**config.mk**
```make
export PLATFORM = sky130hd
export DESIGN_NAME = aas_timer
export DESIGN_NICKNAME = d
export VERILOG_FILES = /design/src/hdl/aas_pkg.sv /design/src/hdl/aas_us_tick.sv /design/src/hdl/aas_timer.sv
export SDC_FILE = /design/constraint.sdc
export NUM_CORES = 1
export LEC_CHECK = 0
export ABC_AREA = 1
export BUFFER_PORTS_ARGS = -buffer_cell sky130_fd_sc_hd__buf_2
export CORE_MARGIN = 5
export CORE_UTILIZATION = 38
export CTS_CLUSTER_SIZE = 28
export DETAILED_ROUTE_END_ITERATION = 7
export PLACE_DENSITY = 0.61
export SLEW_MARGIN = 10
export SYNTH_ARGS = -nofsm -noshare
export SYNTH_HDL_FRONTEND = slang
export SYNTH_HIERARCHICAL = 1
export SYNTH_SLANG_ARGS = --single-unit
```
**constraint.sdc**
```tcl
create_clock -name aclk -period 5.4 [get_ports aclk]
set_clock_uncertainty 0.05 [all_clocks]
set_input_delay 0 -clock aclk [delete_from_list [all_inputs] [get_ports aclk]]
set_output_delay 0 -clock aclk [all_outputs]
set_load 0.05 [all_outputs]
```
**src/hdl/aas_pkg.sv**
```systemverilog
// Constants, register map and state codes of the averaging acquisition strobe timer
// Assumes one 125 MHz clock; every programmable interval is counted in 1 us ticks
// Notes on behaviour
// - Variant A busy 3706 us each, no gap
// - Variant A integration 3800 us to 10 s
// - Variant B busy 15 ns, 835 gap, 4977
// - Single pulse timed in us, low after integration one
// - Periodic strobe runs only when period below integration
// - Tail after last full period is under one period
// - Each strobe has its own enable
// - Integration count from 2 to 65535
// - Only software and edge trigger accepted
// - Acquisition delay up to 335500 us, length unchanged
package aas_pkg;
  // ----------------------------------------
  // Timebase
  // ----------------------------------------
  localparam int CLK_MHZ = 125;
  localparam int US_NS = 1000;
  localparam int TICK_US = 1;
  localparam int TICK_CYC = CLK_MHZ * TICK_US;
  localparam int TCW = 7;
  localparam logic [TCW-1:0] TICK_LAST = TCW'(TICK_CYC - 1);
  // ----------------------------------------
  // Widths and register map
  // ----------------------------------------
  localparam int TW = 24;
  localparam int NW = 16;
  localparam int AW = 8;
  typedef logic [TW-1:0] aas_time_t;
  localparam logic [AW-1:0] OFS_CTRL = 8'h00;
  localparam logic [AW-1:0] OFS_ACQ_DELAY = 8'h04;
  localparam logic [AW-1:0] OFS_INTEG = 8'h08;
  localparam logic [AW-1:0] OFS_COUNT = 8'h0c;
  localparam logic [AW-1:0] OFS_SS_DELAY = 8'h10;
  localparam logic [AW-1:0] OFS_SS_WIDTH = 8'h14;
  localparam logic [AW-1:0] OFS_CS_PERIOD = 8'h18;
  localparam logic [AW-1:0] OFS_STATUS = 8'h1c;
  localparam int CB_START = 0;
  localparam int CB_EDGE = 1;
  localparam int CB_SS_EN = 2;
  localparam int CB_CS_EN = 3;
  localparam int SB_FIRST = 3;
  localparam int SB_IDX = 16;
  localparam logic [1:0] RESP_OKAY = 2'h0;
  localparam logic [1:0] RESP_SLVERR = 2'h2;
  // ----------------------------------------
  // Limits and variant constants, in us except BUSY1_B_NS (ns), BUSY1_B_CYC (clocks) and COUNT_MIN
  // ----------------------------------------
  localparam aas_time_t ACQ_DLY_MAX_US = 24'h051e8c;
  localparam aas_time_t INTEG_MIN_A_US = 24'h000ed8;
  localparam aas_time_t INTEG_MAX_A_US = 24'h989680;
  localparam aas_time_t INTEG_MIN_B_US = 24'h001c20;
  localparam aas_time_t INTEG_MAX_B_US = 24'h4c4b40;
  localparam aas_time_t BUSY1_A_US = 24'h000e7a;
  localparam aas_time_t GAP_A_US = 24'h000000;
  localparam aas_time_t BUSY3_A_US = 24'h000e7a;
  localparam int BUSY1_B_NS = 15;
  localparam aas_time_t BUSY1_B_CYC = TW'((BUSY1_B_NS * CLK_MHZ + US_NS - 1) / US_NS);
  localparam aas_time_t GAP_B_US = 24'h000343;
  localparam aas_time_t BUSY3_B_US = 24'h001371;
  localparam logic [NW-1:0] COUNT_MIN = 16'h0002;
  localparam aas_time_t INTEG_RST = 24'h001c20;
  // ----------------------------------------
  // Sequencer states, Gray from ST_IDLE through ST_DELAY, ST_BUSY1, ST_INTEG and ST_GAP
  // ----------------------------------------
  typedef enum logic [2:0] {
    ST_IDLE = 3'h0,
    ST_DELAY = 3'h1,
    ST_BUSY1 = 3'h3,
    ST_INTEG = 3'h2,
    ST_GAP = 3'h6,
    ST_BUSY3 = 3'h7
  } aas_state_t;

  function automatic logic in_range(aas_time_t v, aas_time_t lo, aas_time_t hi);
    in_range = (v >= lo) && (v <= hi);
  endfunction

  function automatic logic [31:0] wmerge(logic [31:0] old, logic [31:0] nw, logic [3:0] strb);
    for (int i = 0; i < 4; i++)
    begin
      wmerge[i*8 +: 8] = strb[i] ? nw[i*8 +: 8] : old[i*8 +: 8];
    end
  endfunction
endpackage

```
**src/hdl/aas_us_tick.sv**
```systemverilog
// Microsecond tick generator for the acquisition timer
// Assumes aclk at the package rate; hold keeps the prescaler cleared
`timescale 1ns/1ps
`default_nettype none
module aas_us_tick
  import aas_pkg::*;
#(
  parameter int DIV = TICK_CYC
)
(
  input wire logic aclk,     // Clock
  input wire logic aresetn,  // Sync reset, low
  input wire logic hold,     // Clear prescaler
  output logic tick          // One-cycle pulse each us
);
  import aas_pkg::*;
  localparam logic [TCW-1:0] DIV_LAST = TCW'(DIV - 1);
  logic [TCW-1:0] div_reg;
  logic [TCW-1:0] gap_reg;

  always_ff @(posedge aclk)
  begin
    if (!aresetn || hold)
      div_reg <= '0;
    else if (div_reg == DIV_LAST)
      div_reg <= '0;
    else
      div_reg <= div_reg + 1'b1;
  end

  assign tick = !hold && (div_reg == DIV_LAST);

  // Independent count of cycles between ticks
  always_ff @(posedge aclk)
  begin
    if (!aresetn || hold || tick)
      gap_reg <= '0;
    else
      gap_reg <= gap_reg + 1'b1;
  end
endmodule
`default_nettype wire

```
**src/hdl/aas_timer.sv**
```systemverilog
// Averaging acquisition sequencer with single and periodic strobes
// Assumes an AXI4-Lite master on aclk and an asynchronous trigger pin
//
// The implementer's own choices: the placing of the registers and register access over AXI4-Lite.
`timescale 1ns/1ps
`default_nettype none
module aas_timer
  import aas_pkg::*;
#(
  parameter bit VARIANT_B = 1'b0,
  parameter int TICK_DIV = TICK_CYC  // Clocks per microsecond tick
)
(
  input wire logic aclk,                 // Clock
  input wire logic aresetn,              // Sync reset, low
  input wire logic [aas_pkg::AW-1:0] s_axi_awaddr,  // Write address
  input wire logic s_axi_awvalid,        // Write address valid
  output logic s_axi_awready,            // Write address ready
  input wire logic [31:0] s_axi_wdata,   // Write data
  input wire logic [3:0] s_axi_wstrb,    // Byte enables
  input wire logic s_axi_wvalid,         // Write data valid
  output logic s_axi_wready,             // Write data ready
  output logic [1:0] s_axi_bresp,        // Write response
  output logic s_axi_bvalid,             // Write response valid
  input wire logic s_axi_bready,         // Write response ready
  input wire logic [aas_pkg::AW-1:0] s_axi_araddr,  // Read address
  input wire logic s_axi_arvalid,        // Read address valid
  output logic s_axi_arready,            // Read address ready
  output logic [31:0] s_axi_rdata,       // Read data
  output logic [1:0] s_axi_rresp,        // Read response
  output logic s_axi_rvalid,             // Read data valid
  input wire logic s_axi_rready,         // Read data ready
  input wire logic ext_trigger,          // External edge trigger pin
  output logic single_strobe,            // Single pulse output
  output logic periodic_strobe,          // Periodic strobe output
  output logic integrating               // High during integration
);
  import aas_pkg::*;

  localparam aas_time_t INTEG_MIN = VARIANT_B ? INTEG_MIN_B_US : INTEG_MIN_A_US;
  localparam aas_time_t INTEG_MAX = VARIANT_B ? INTEG_MAX_B_US : INTEG_MAX_A_US;
  localparam aas_time_t BUSY1_LIM = VARIANT_B ? BUSY1_B_CYC : BUSY1_A_US;
  localparam aas_time_t GAP_LIM = VARIANT_B ? GAP_B_US : GAP_A_US;
  localparam aas_time_t BUSY3_LIM = VARIANT_B ? BUSY3_B_US : BUSY3_A_US;

  // ----------------------------------------
  // Registers
  // ----------------------------------------
  logic edge_en_reg, ss_en_reg, cs_en_reg, start_reg;
  aas_time_t acq_reg, integ_reg, ssd_reg, ssw_reg, csp_reg;
  logic [NW-1:0] count_reg, idx_reg;
  logic aw_full_reg, w_full_reg, bvalid_reg, rvalid_reg;
  logic [AW-1:0] awaddr_reg;
  logic [31:0] wdata_reg, rdata_reg, wv;
  logic [3:0] wstrb_reg;
  logic [1:0] bresp_reg, rresp_reg;
  logic do_wr;
  aas_state_t state_reg, state_next;
  aas_time_t cnt_reg, ss_cnt_reg, ph_reg, lim;
  logic first_done_reg, cs_act_reg, ss_reg, cs_reg;
  logic tick, step, last, trig, more, enter_integ, end_first, cs_ok;
  logic ext_s1_reg, ext_s2_reg, ext_s3_reg, ext_rise;

  // ----------------------------------------
  // AXI4-Lite write channel
  // ----------------------------------------
  assign s_axi_awready = !aw_full_reg && !bvalid_reg;
  assign s_axi_wready = !w_full_reg && !bvalid_reg;
  assign s_axi_bvalid = bvalid_reg;
  assign s_axi_bresp = bresp_reg;
  assign do_wr = aw_full_reg && w_full_reg && !bvalid_reg;

  always_ff @(posedge aclk)
  begin
    if (!aresetn)
    begin
      aw_full_reg <= 1'b0;
      w_full_reg <= 1'b0;
      bvalid_reg <= 1'b0;
      bresp_reg <= RESP_OKAY;
      awaddr_reg <= '0;
      wdata_reg <= '0;
      wstrb_reg <= '0;
    end
    else
    begin
      if (s_axi_awvalid && s_axi_awready)
      begin
        aw_full_reg <= 1'b1;
        awaddr_reg <= s_axi_awaddr;
      end
      if (s_axi_wvalid && s_axi_wready)
      begin
        w_full_reg <= 1'b1;
        wdata_reg <= s_axi_wdata;
        wstrb_reg <= s_axi_wstrb;
      end
      if (do_wr)
      begin
        aw_full_reg <= 1'b0;
        w_full_reg <= 1'b0;
        bvalid_reg <= 1'b1;
        bresp_reg <= (awaddr_reg > OFS_CS_PERIOD || awaddr_reg[1:0] != 2'h0) ? RESP_SLVERR : RESP_OKAY;
      end
      else if (s_axi_bready)
        bvalid_reg <= 1'b0;
    end
  end

  // Register update; out-of-range values are dropped, upper bits checked for delay and integration only
  always_comb
  begin
    wv = '0;
    unique case (awaddr_reg)
      OFS_CTRL: wv = wmerge({28'h0, cs_en_reg, ss_en_reg, edge_en_reg, 1'b0}, wdata_reg, wstrb_reg);
      OFS_ACQ_DELAY: wv = wmerge({8'h0, acq_reg}, wdata_reg, wstrb_reg);
      OFS_INTEG: wv = wmerge({8'h0, integ_reg}, wdata_reg, wstrb_reg);
      OFS_COUNT: wv = wmerge({16'h0, count_reg}, wdata_reg, wstrb_reg);
      OFS_SS_DELAY: wv = wmerge({8'h0, ssd_reg}, wdata_reg, wstrb_reg);
      OFS_SS_WIDTH: wv = wmerge({8'h0, ssw_reg}, wdata_reg, wstrb_reg);
      OFS_CS_PERIOD: wv = wmerge({8'h0, csp_reg}, wdata_reg, wstrb_reg);
      default: wv = '0;
    endcase
  end

  always_ff @(posedge aclk)
  begin
    if (!aresetn)
    begin
      {edge_en_reg, ss_en_reg, cs_en_reg, start_reg} <= 4'h0;
      acq_reg <= '0;
      integ_reg <= INTEG_RST;
      count_reg <= COUNT_MIN;
      ssd_reg <= '0;
      ssw_reg <= '0;
      csp_reg <= '0;
    end
    else
    begin
      start_reg <= do_wr && awaddr_reg == OFS_CTRL && wv[CB_START];
      if (do_wr)
      begin
        unique case (awaddr_reg)
          OFS_CTRL:
          begin
            edge_en_reg <= wv[CB_EDGE];
            ss_en_reg <= wv[CB_SS_EN];
            cs_en_reg <= wv[CB_CS_EN];
          end
          OFS_ACQ_DELAY: if (wv[31:TW] == 8'h0 && wv[TW-1:0] <= ACQ_DLY_MAX_US) acq_reg <= wv[TW-1:0];
          OFS_INTEG: if (wv[31:TW] == 8'h0 && in_range(wv[TW-1:0], INTEG_MIN, INTEG_MAX)) integ_reg <= wv[TW-1:0];
          OFS_COUNT: if (wv[NW-1:0] >= COUNT_MIN) count_reg <= wv[NW-1:0];
          OFS_SS_DELAY: ssd_reg <= wv[TW-1:0];
          OFS_SS_WIDTH: ssw_reg <= wv[TW-1:0];
          OFS_CS_PERIOD: if (wv[TW-1:0] <= integ_reg) csp_reg <= wv[TW-1:0];
          default: ;
        endcase
      end
    end
  end

  // ----------------------------------------
  // AXI4-Lite read channel
  // ----------------------------------------
  assign s_axi_arready = !rvalid_reg;
  assign s_axi_rvalid = rvalid_reg;
  assign s_axi_rdata = rdata_reg;
  assign s_axi_rresp = rresp_reg;

  always_ff @(posedge aclk)
  begin
    if (!aresetn)
    begin
      rvalid_reg <= 1'b0;
      rdata_reg <= '0;
      rresp_reg <= RESP_OKAY;
    end
    else if (s_axi_arvalid && s_axi_arready)
    begin
      rvalid_reg <= 1'b1;
      rresp_reg <= RESP_OKAY;
      unique case (s_axi_araddr)
        OFS_CTRL: rdata_reg <= {28'h0, cs_en_reg, ss_en_reg, edge_en_reg, 1'b0};
        OFS_ACQ_DELAY: rdata_reg <= {8'h0, acq_reg};
        OFS_INTEG: rdata_reg <= {8'h0, integ_reg};
        OFS_COUNT: rdata_reg <= {16'h0, count_reg};
        OFS_SS_DELAY: rdata_reg <= {8'h0, ssd_reg};
        OFS_SS_WIDTH: rdata_reg <= {8'h0, ssw_reg};
        OFS_CS_PERIOD: rdata_reg <= {8'h0, csp_reg};
        OFS_STATUS: rdata_reg <= {idx_reg, 12'h0, first_done_reg, state_reg};
        default:
        begin
          rdata_reg <= '0;
          rresp_reg <= RESP_SLVERR;
        end
      endcase
    end
    else if (s_axi_rready)
      rvalid_reg <= 1'b0;
  end

  // ----------------------------------------
  // Trigger and timebase
  // ----------------------------------------
  always_ff @(posedge aclk)
  begin
    if (!aresetn)
      {ext_s1_reg, ext_s2_reg, ext_s3_reg} <= 3'h0;
    else
      {ext_s1_reg, ext_s2_reg, ext_s3_reg} <= {ext_trigger, ext_s1_reg, ext_s2_reg};
  end

  assign ext_rise = ext_s2_reg && !ext_s3_reg;
  assign trig = start_reg || (edge_en_reg && ext_rise);

  aas_us_tick #(.DIV(TICK_DIV)) u_tick (
    .aclk(aclk),
    .aresetn(aresetn),
    .hold(state_reg == ST_IDLE),
    .tick(tick)
  );

  // ----------------------------------------
  // Acquisition sequencer
  // ----------------------------------------
  always_comb
  begin
    unique case (state_reg)
      ST_DELAY: lim = acq_reg;
      ST_BUSY1: lim = BUSY1_LIM;
      ST_INTEG: lim = integ_reg;
      ST_GAP: lim = GAP_LIM;
      ST_BUSY3: lim = BUSY3_LIM;
      default: lim = '0;
    endcase
  end

  assign step = (VARIANT_B && state_reg == ST_BUSY1) ? 1'b1 : tick;
  assign last = step && (cnt_reg == lim - 1'b1);
  assign more = idx_reg != count_reg - 1'b1;

  always_comb
  begin
    state_next = state_reg;
    unique case (state_reg)
      ST_IDLE: if (trig) state_next = (acq_reg == '0) ? ST_BUSY1 : ST_DELAY;
      ST_DELAY: if (last) state_next = ST_BUSY1;
      ST_BUSY1: if (last) state_next = ST_INTEG;
      ST_INTEG: if (last) state_next = !more ? ST_BUSY3 : (GAP_LIM == '0) ? ST_INTEG : ST_GAP;
      ST_GAP: if (last) state_next = ST_INTEG;
      ST_BUSY3: if (last) state_next = ST_IDLE;
      default: state_next = ST_IDLE;
    endcase
  end

  assign enter_integ = state_next == ST_INTEG && (state_reg != ST_INTEG || last);
  assign end_first = state_reg == ST_INTEG && last && !first_done_reg;

  always_ff @(posedge aclk)
  begin
    if (!aresetn)
    begin
      state_reg <= ST_IDLE;
      cnt_reg <= '0;
      idx_reg <= '0;
      first_done_reg <= 1'b0;
    end
    else
    begin
      state_reg <= state_next;
      cnt_reg <= (state_next != state_reg || last) ? '0 : cnt_reg + TW'(step);
      if (state_reg == ST_IDLE)
      begin
        idx_reg <= '0;
        if (trig)
          first_done_reg <= 1'b0;
      end
      else if (state_reg == ST_INTEG && last)
      begin
        first_done_reg <= 1'b1;
        if (more)
          idx_reg <= idx_reg + 1'b1;
      end
    end
  end

  // ----------------------------------------
  // Strobes
  // ----------------------------------------
  assign cs_ok = cs_en_reg && csp_reg != '0 && csp_reg < integ_reg;

  always_ff @(posedge aclk)
  begin
    if (!aresetn || state_reg == ST_IDLE)
      ss_cnt_reg <= '0;
    else if (tick && ss_cnt_reg != '1)
      ss_cnt_reg <= ss_cnt_reg + 1'b1;
  end

  always_ff @(posedge aclk)
  begin
    if (!aresetn || enter_integ)
    begin
      ph_reg <= '0;
      cs_act_reg <= aresetn && cs_ok;
    end
    else if (state_reg != ST_INTEG)
      cs_act_reg <= 1'b0;
    else if (tick)
    begin
      ph_reg <= (ph_reg == csp_reg - 1'b1) ? '0 : ph_reg + 1'b1;
      // Start a period only if it ends inside integration
      if (ph_reg == csp_reg - 1'b1)
        cs_act_reg <= cs_ok && (integ_reg - cnt_reg - 1'b1) >= csp_reg;
    end
  end

  always_ff @(posedge aclk)
  begin
    if (!aresetn)
    begin
      ss_reg <= 1'b0;
      cs_reg <= 1'b0;
    end
    else
    begin
      ss_reg <= ss_en_reg && state_reg != ST_IDLE && !first_done_reg && !end_first
        && ss_cnt_reg >= ssd_reg && {1'b0, ss_cnt_reg} < {1'b0, ssd_reg} + {1'b0, ssw_reg};
      cs_reg <= cs_en_reg && state_reg == ST_INTEG && !last && cs_act_reg
        && ph_reg < ((csp_reg + 1'b1) >> 1);
    end
  end

  assign single_strobe = ss_reg;
  assign periodic_strobe = cs_reg;
  assign integrating = state_reg == ST_INTEG;
endmodule
`default_nettype wire

```
# Word level (Yosys, flattened, before mapping)
# Cells that the tools add are included.
[totals]
reg_bits = 329
elab_cells = 211
[classes]
addsub = 12
n_lt_le_gt_ge = 11
eq_ne = 27
n_mux = 46
n_bitwise = 2
reduce_logical = 80
[ops]
columns = ["operator", "n"]
rows = [
  ["$pmux W32 S8", 1],
  ["$pmux W32 S7", 1],
  ["$mux W8", 21],
  ["$add A24 B1 Y24 const B", 3],
  ["$pmux W24 S3", 1],
  ["$sub A24 B1 Y24 const B", 3],
  ["$eq A8 B5 Y1 const B", 7],
  ["$eq A24 B24 Y1", 2],
  ["$ge A24 B24 Y1", 2],
  ["$logic_and A1 B1 Y1", 33],
  ["$eq A8 B4 Y1 const B", 4],
  ["$add A24 B24 Y25", 1],
  ["$lt A24 B25 Y1", 1],
  ["$add A24 B1 Y24", 1],
  ["$ge A24 B12 Y1 const B", 1],
  ["$le A24 B19 Y1 const B", 1],
  ["$le A24 B24 Y1", 1],
  ["$le A24 B24 Y1 const B", 1],
  ["$logic_not A24 Y1", 1],
  ["$logic_not A8 Y1", 3],
  ["$lt A24 B23 Y1", 1],
  ["$lt A24 B24 Y1", 1],
  ["$mux W24", 1],
  ["$ne A24 B24 Y1 const B", 1],
  ["other kinds (30)", 85],
]

# Depth between registers and ports, before layout
# Gate-level depths: netlist (run 1).
[logic_depth]
ltp_word = 13
mapped_depth = 28

# Modules after synthesis
# Netlist (run 1), hierarchy kept.
[modules_own_cells]
columns = ["module", "n_inst", "cells_per_inst", "area_each_um2"]
rows = [
  ["aas_timer", 1, 3967, 25639.6],
  ["aas_us_tick", 1, 45, 337.8],
]

# Worst setup path after synthesis (run 1)
# Ideal clock, no wire load.
[synth_timing]
path_type = "reg-to-reg"
from = "reg integ_reg[0]"
to = "reg cs_act_reg (data pin)"
setup_time_ns = 0.254
arrival_time_ns = 3.570
required_time_ns = 5.096
setup_slack_ns = 1.526
path_stages_with_launch = 25
path_buffers = 0
synth_period_minus_slack_ns = 3.874
path_cell_list = "dfxtp_1 ha_1 inv_1 fa_1 o21ai_0 nand2_1 nand2_1 a21boi_0 o21ai_0 a21boi_0 o21ai_0 nand2_1 o21ai_0 nand2_1 nand2_1 a21oi_1 nand2_1 nand2_1 ha_1 nand2_1 nor2_1 a211oi_1 a21oi_1 nand3_1 nand2_1"
[synth_between]
elab_chain_len = 10
[synth_lines]
columns = ["element", "line_no", "rtl"]
rows = [
  ["start: declaration", "aas_timer.sv:50", "aas_time_t acq_reg, integ_reg, ssd_reg, ssw_reg, csp_reg;"],
  ["start signal: assignment", "aas_timer.sv:151", "OFS_INTEG: if (wv[31:TW] == 8'h0 && in_range(wv[TW-1:0], INTEG_MIN, INTEG_MAX)) integ_reg <= wv[TW-1:0];"],
  ["branches (longest 9 deep; another with $sub A24 B24 Y24)", "--", ""],
  ["$mux W1 *", "aas_timer.sv:302", "if (!aresetn || enter_integ)"],
  ["end signal: assignment", "aas_timer.sv:305", "cs_act_reg <= aresetn && cs_ok;"],
  ["end signal: assignment", "aas_timer.sv:314", "cs_act_reg <= cs_ok && (integ_reg - cnt_reg - 1'b1) >= csp_reg;"],
  ["end: declaration", "aas_timer.sv:60", "logic first_done_reg, cs_act_reg, ss_reg, cs_reg;"],
]
# Every way passes the cells marked *. The select of a mux whose other input is x is not followed.
# A chain may end at the register's enable or synchronous reset.

# Final worst setup path (run 1)
[layout_timing]
from = "reg integ_reg[1]"
to = "reg cs_act_reg (data pin)"
# Same word-level chain as after synthesis.

==> flow_summary.toml, run 1 <==
[timing]
relSlewSlack_pct = 19.1
post-route-min-period_ns = 4.67
rsz0062_at_grt = "false"
period_share_pct = 86.5
setup_violations = 0
max_freq_ghz = 0.214
setup_tns_ns = 0
finalHoldViolations = 0
slew_violations = 0
layout_setup_ws_ns = 0.731
worst_slew_pin_slew_ns = 1.20
hold_slack_ns = 0.170

[place]
port_buffers = 101
gp_congestion = 1.04
dp_slack_ns = 0.821
post-dp-hpwl_um = 83100
dp.cells = 4901
post_dp_cell_area_um2 = 27400

[yosys]
syn_inst = 4012
synth_top_area_cell = "dfxtp_1"
synth.distinct_cells = 58
netlist.area_leader.share_pct = 25.1
synth_edf_count = 1
yosys_warnings = 6
syn-cell-area_um2 = 26000
ys.flop_type = "dfxtp_1"
avgSynthCellArea_um2 = 6.47
netlist_top_cells_area = "dfxtp_1, nand2_1, ha_1"
seq_area_frac_synth_pct = 25.2
synthTopCellsByCount = "nand2_1, inv_1, nor2_1"
yosysMostFrequentCell = "nand2_1"
ys_ff_latch = 327
synthArstFlopShare_pct = 0

[grt]
antenna_found_initial = 2
overflow = 0
grt_pass1_vias = 26434
gr-usage-all-layers_pct = 27.9
grt_max_degree = 93
grt_pass1_wl_um = 161000

[pwr]
p_leak_uw = 0.0132
powerDensity_nw_per_um2 = 207
ir_drop_uv = 196

[drt]
vias = 28623
postRouteAntennaNets = 0
wirelength_um = 107000
first_pass_iters = 8
drt-initial-drc-count = 3348
drc = 8
wl_per_cell_um = 21.2
viasPerCell = 5.66

[worst_setup_path]
worstReg2RegStart = "integ_reg[1]"
critPathMaxFanout = 5
startpoint = "integ_reg[1]"
worstSetupEndpointType = "register"
crit_type = "register to register"
arrival_ns = 4.96
cp-start-kind = "register"
cp.required_ns = 5.69

[clocking]
root_buffer = "clkbuf_16"
clk_latency_ns = 0.61
cts_sinks = 327
cts_setup_buffers = 0
clock_path_buffers = 3
cts_made_buffers = 41
clkTransAtPathRegs_ns = 0.06
cts_tree = "yes"
cts_resized = 0
htreeDepth = 2

[finish]
drive_gt1_share_pct = 8.31
fill_cells = 7122
finalNonFillerCells = 5061
final_area_um2 = 29700
area_delta_synth_final_pct = 14.3
layout.nets = 4415

[die]
chipWidth_um = 271
coreArea_um2 = 67500
die_y_um = 271
start_util_pct = 38.5
ios = 104
core.rowCount = 95
die-area_um2 = 73700

[hold_path]
min_from = "s_axi_bready"
hold_class = "primary input to register"

[outcome]
status = "finished with violations"
violations = "DRC"

[flow_run]
maxCapViolations = 0
[logic make-up after synthesis]
kind of cell / after synthesis / share of synthesized area [%]
AND/OR/NAND/NOR: 1720 / 29.3
AO/OA/AOI/OAI: 880 / 18.9
buffers and inverters: 695 / 10.4
flip-flops: 327 / 25.2
adder cells (fa/ha/maj): 201 / 9.74
XOR/XNOR: 188 / 6.34
other: 1 / 0.0144
[through the flow]
| stage | total power [µW] | utilization [%] |
|---|---|---|
| after global routing | 6340 | 44.0 |
| after detailed placement | 3210 | 40.6 |
| after CTS | 6170 | 44.0 |
| after global placement | 3210 | 40.6 |
| after floorplan | 2960 | - |
| final | 6150 | 44.0 |
[metal layers]
layer	vias to the layer above	routed length, µm	track usage [%]
li1	13739	-	-
met1	13189	45000	37.5
met2	1390	45100	42.7
met3	303	11500	6.55
met4	2	5840	12.4
met5	-	17	0
[cell usage in the layout (no fill, tap or decap), types with 5 or more instances in the layout]
master,instances
clkinv_2,6
dfxtp_1,326
clkinv_1,13
a21boi_0,6
inv_2,16
dlygate4sd3_1,83
o32ai_1,6
nor3_1,105
a221oi_1,14
xnor2_1,45
nand2_1,677
nand3_1,219
o21ai_0,301
o22ai_1,99
a21oi_1,338
nand2_2,10
o21ai_1,5
inv_1,511
nand3b_1,14
o211ai_1,16
clkbuf_16,42
o21a_1,16
nor2_1,475
nand4_1,97
or2_2,17
clkbuf_8,8
a31oi_1,7
o31ai_1,26
nor4_1,27
xor2_1,143
buf_4,70
ha_1,199
o41ai_1,5
a211oi_1,21
buf_2,100
nor2_2,32
clkbuf_1,8
nor3_2,21
[final timing paths]
kind,cells past startpoint,slack (ns),to
max,23,0.73,cs_act_reg
min,5,0.17,s_axi_bvalid
max reg2reg,23,0.73,cs_act_reg
min reg2reg,2,0.36,ext_s2_reg
[what timing repair did]
| action | 4_1_cts | 5_1_grt |
|---|---|---|
| endpoints found under the setup margin | 0 | 0 |
| hold buffers | 83 | 0 |
| hold endpoints to repair | 122 | 0 |
[layout make-up]
class	count	area, µm²	share of cell area [%]
Antenna cell	1	2.50	0.00843
Clock buffer	58	1190	4.01
Timing Repair Buffer	253	1860	6.26
Sequential cell	327	6560	22.1
Inverter	540	2030	6.83
Clock inverter	18	215	0.725
Tap cell	873	1090	3.68
Multi-Input combinational cell	2991	16700	56.4
[worst max-delay path, stage by stage, from the launching register on]
cell and delay (ns):
dfxtp_1 0.43, inv_1 0.19, fa_1 0.48, o21ai_0 0.36
nand2_1 0.10, nand2_1 0.14, a21boi_0 0.15, o21ai_0 0.31
a21boi_0 0.19, o21ai_0 0.28, nand2_1 0.12, o21ai_0 0.27
nand2_1 0.09, nand2_1 0.06, a21oi_1 0.07, nand2_1 0.07
nand2_1 0.06, ha_1 0.27, nand2_1 0.09, nor2_1 0.05
a211oi_1 0.20, a21oi_1 0.21, nand3_1 0.13, nand2_1 0.05
[where the power goes]
part / internal (µW) / switching, µW
registers: 2460 / 47.9
logic: 229 / 512
clock network: 1700 / 1200
(Power assumes the default switching activity.)
==> inputs of run 2 (changes only) <==
- ABC_AREA: 1 -> not set
- CTS_CLUSTER_SIZE: 28 -> not set
- PLACE_DENSITY: 0.61 -> 0.56
==> run 2 against run 1 <==
Net effect: the flow still finishes with violations (DRC); die area down 7.0%; area after synthesis down 7.2%; wire length down 4.9%; global-route usage up 0.99 points; fmax down 3.4%; final area down 6.1%; largest power group unchanged.
==> flow_summary.toml, run 2 <==
[outcome]
status = "finished with violations"
violations = "DRC"

[die]
core.rowCount = 92
start_util_pct = 38.3
die-area_um2 = 68600
coreArea_um2 = 63000
ios = 104
die_y_um = 262
chipWidth_um = 262

[worst_setup_path]
r2r_cells = 12
path_cells = "buf_4 -> or4b_1 -> nor2_2 -> nand2_1 -> a32oi_2 -> nand2_1 -> or4b_1 -> or4_1 -> a31oi_4 -> buf_4 -> nand3_1 -> o21ai_1"
reg2reg_slack_ns = 0.57
cp_top_family = "simple AND/OR/NAND/NOR gates"
critPathBufInv = 2
crit_type = "register to register"
arrival_ns = 5.30
worstSetupEndpointType = "register"
critPathMaxFanout = 14
cp.required_ns = 5.87
worstReg2RegStart = "awaddr_reg[2]"
cp-start-kind = "register"
timing.rr.end = "acq_reg[3]"
critPathMaxStageDelay_ns = 0.75
crit_slowest_cell = "or4b_1"

[finish]
final_common_cell = "nand2_1"
area_delta_synth_final_pct = 15.7
final_cell_mix = "nand2_1, dfxtp_1, nor2_1"
final_core_util_pct = 44.3
layout.nets = 3499
drive_gt1_share_pct = 10.3
antenna-diode-count = 0

[place]
post-dp-hpwl_um = 77600
port_buffers = 101
gp_congestion = 1.07

[grt]
overflow = 0
grt_pass1_vias = 23801
antenna_found_initial = 3
grt_pass1_wl_um = 151000
gr-usage-all-layers_pct = 28.9
grt_max_degree = 91

[clocking]
clock_path_buffers = 3
cts_sinks = 327
htreeDepth = 2
clk_latency_ns = 0.60
cts_made_buffers = 41
root_buffer = "clkbuf_16"
cts_tree = "yes"
clkTransAtPathRegs_ns = 0.06

[drt]
wirelength_um = 102000
vias = 25015
drc = 11
first_pass_iters = 8
drt-initial-drc-count = 3210
wl_per_cell_um = 24.9
postRouteAntennaNets = 0
viasPerCell = 6.08

[pwr]
powerDensity_nw_per_um2 = 214
ir_drop_uv = 246
p_leak_uw = 0.0107
report.power.total_uw = 5970

[yosys]
syn-cell-area_um2 = 24100
syn_inst = 3102
synthMuxAreaShare_pct = 4.23
synth-simple-area-share_pct = 24.4
avgSynthCellArea_um2 = 7.77
synth_edf_count = 1
yosysMostFrequentCell = "nand2_1"
synth_xor_area_share_pct = 7.40
synth_compound_area_share_pct = 20.8
synth_top_family_by_area = "simple AND/OR/NAND/NOR gates"
yosys_warnings = 6
synthTopCellsByCount = "nand2_1, dfxtp_1, nor2_1"
synthArstFlopShare_pct = 0
synth.distinct_cells = 105
ys_ff_latch = 327
synth_fa_ha_area_share_pct = 10.5
seq_area_frac_synth_pct = 27.2
synth_top_area_cell = "dfxtp_1"
ys.flop_type = "dfxtp_1"
netlist_top_cells_area = "dfxtp_1, ha_1, nand2_1"
netlist.area_leader.share_pct = 27.1

[timing]
relSlewSlack_pct = 19.3
finalHoldViolations = 0
max_freq_ghz = 0.207
setup_violations = 0
post-route-min-period_ns = 4.83
rsz0062_at_grt = "false"
slew_violations = 0
worst_slew_pin_slew_ns = 1.21
period_share_pct = 89.5
setup_tns_ns = 0

[hold_path]
hold_class = "primary input to register"
min_from = "ext_trigger"
min_to = "ext_s1_reg"
hold_depth = 3

[flow_run]
maxCapViolations = 0
run 2: cell types whose count changed after synthesis, moves of 94 or more:
cell	change
a21oi_1	-116
inv_1	-366
mux2i_1	+94
nand2_1	-297
nand3_1	-127
nor2_1	-222
o21ai_0	-204
run 2: repair_timing:
| action | 4_1_cts | 5_1_grt |
|---|---|---|
| endpoints found under the hold margin | 84 | 0 |
| resized for setup | 0 | 0 |
| hold buffers | 67 | 0 |
| setup buffers | 0 | 0 |
run 2: final cells by class:
cell class,instances,area [µm²]
Sequential cell,327,6560
Inverter,148,558
Clock buffer,52,1120
Fill cell,6347,35100
Clock inverter,22,264
Tap cell,846,1060
Timing Repair Buffer,274,2000
Multi-Input combinational cell,2446,16300
run 2: worst max-delay path by stage:
stage | cells after the start | slack, ns | start | end
final | 12 | 0.57 | awaddr_reg[2] | acq_reg[3]
after global routing | 10 | 0.22 | state_reg[2] | cnt_reg[18]
after CTS | 11 | 0.68 | state_reg[0] | cnt_reg[18]
after floorplan | 17 | 1.12 | awaddr_reg[7] | csp_reg[10]
after global placement | 21 | 0.81 | integ_reg[0] | cs_act_reg
after detailed placement | 11 | 0.69 | state_reg[0] | cnt_reg[18]
run 2: tightest hold or removal path, cell delays in order:
cell           delay [ns]
dlygate4sd3_1        0.51
buf_2                0.09
and2_1               0.11
run 2: routing by layer:
layer	up-vias	track usage (%)	share of wire, %
li1	11463	-	-
met1	11902	39.3	42
met2	1315	42.8	41
met3	329	6.47	9.9
met4	6	15.0	6.3
met5	-	0	0.040
run 2: per-stage QoR:
step / cell area (µm²) / instances / hold slack (ns) / worst slack, ns
finish: 27900 / 4115 / 0.104 / 0.568
global route: 27900 / 4115 / 0.126 / 0.221
CTS: 27900 / 4115 / 0.0906 / 0.684
detailed placement: 25800 / 3974 / 0.144 / 0.693
global placement: 25800 / 3974 / 0.140 / 0.806
floorplan: 24100 / 3103 / 0.0501 / 1.12
run 2: kinds of logic (layout without fill, tap and decap cells):
kind of cell               after synthesis  count (layout)
and+or+nand+nor                       1187            1187
AOI/OAI and AO/OA                      755             755
buffers and inverters                  330             496
DFF                                    327             327
xor gates and xnor gates               202             202
adders and majority gates              201             201
muxes                                   99              99
other                                    1               2
run 2: where the power goes:
| part | switching (µW) | total (µW) | internal (µW) |
|---|---|---|---|
| clock | 1190 | 2870 | 1680 |
| combinational | 411 | 618 | 207 |
| sequential | 39.5 | 2480 | 2440 |
| total | 1640 | 5970 | 4330 |
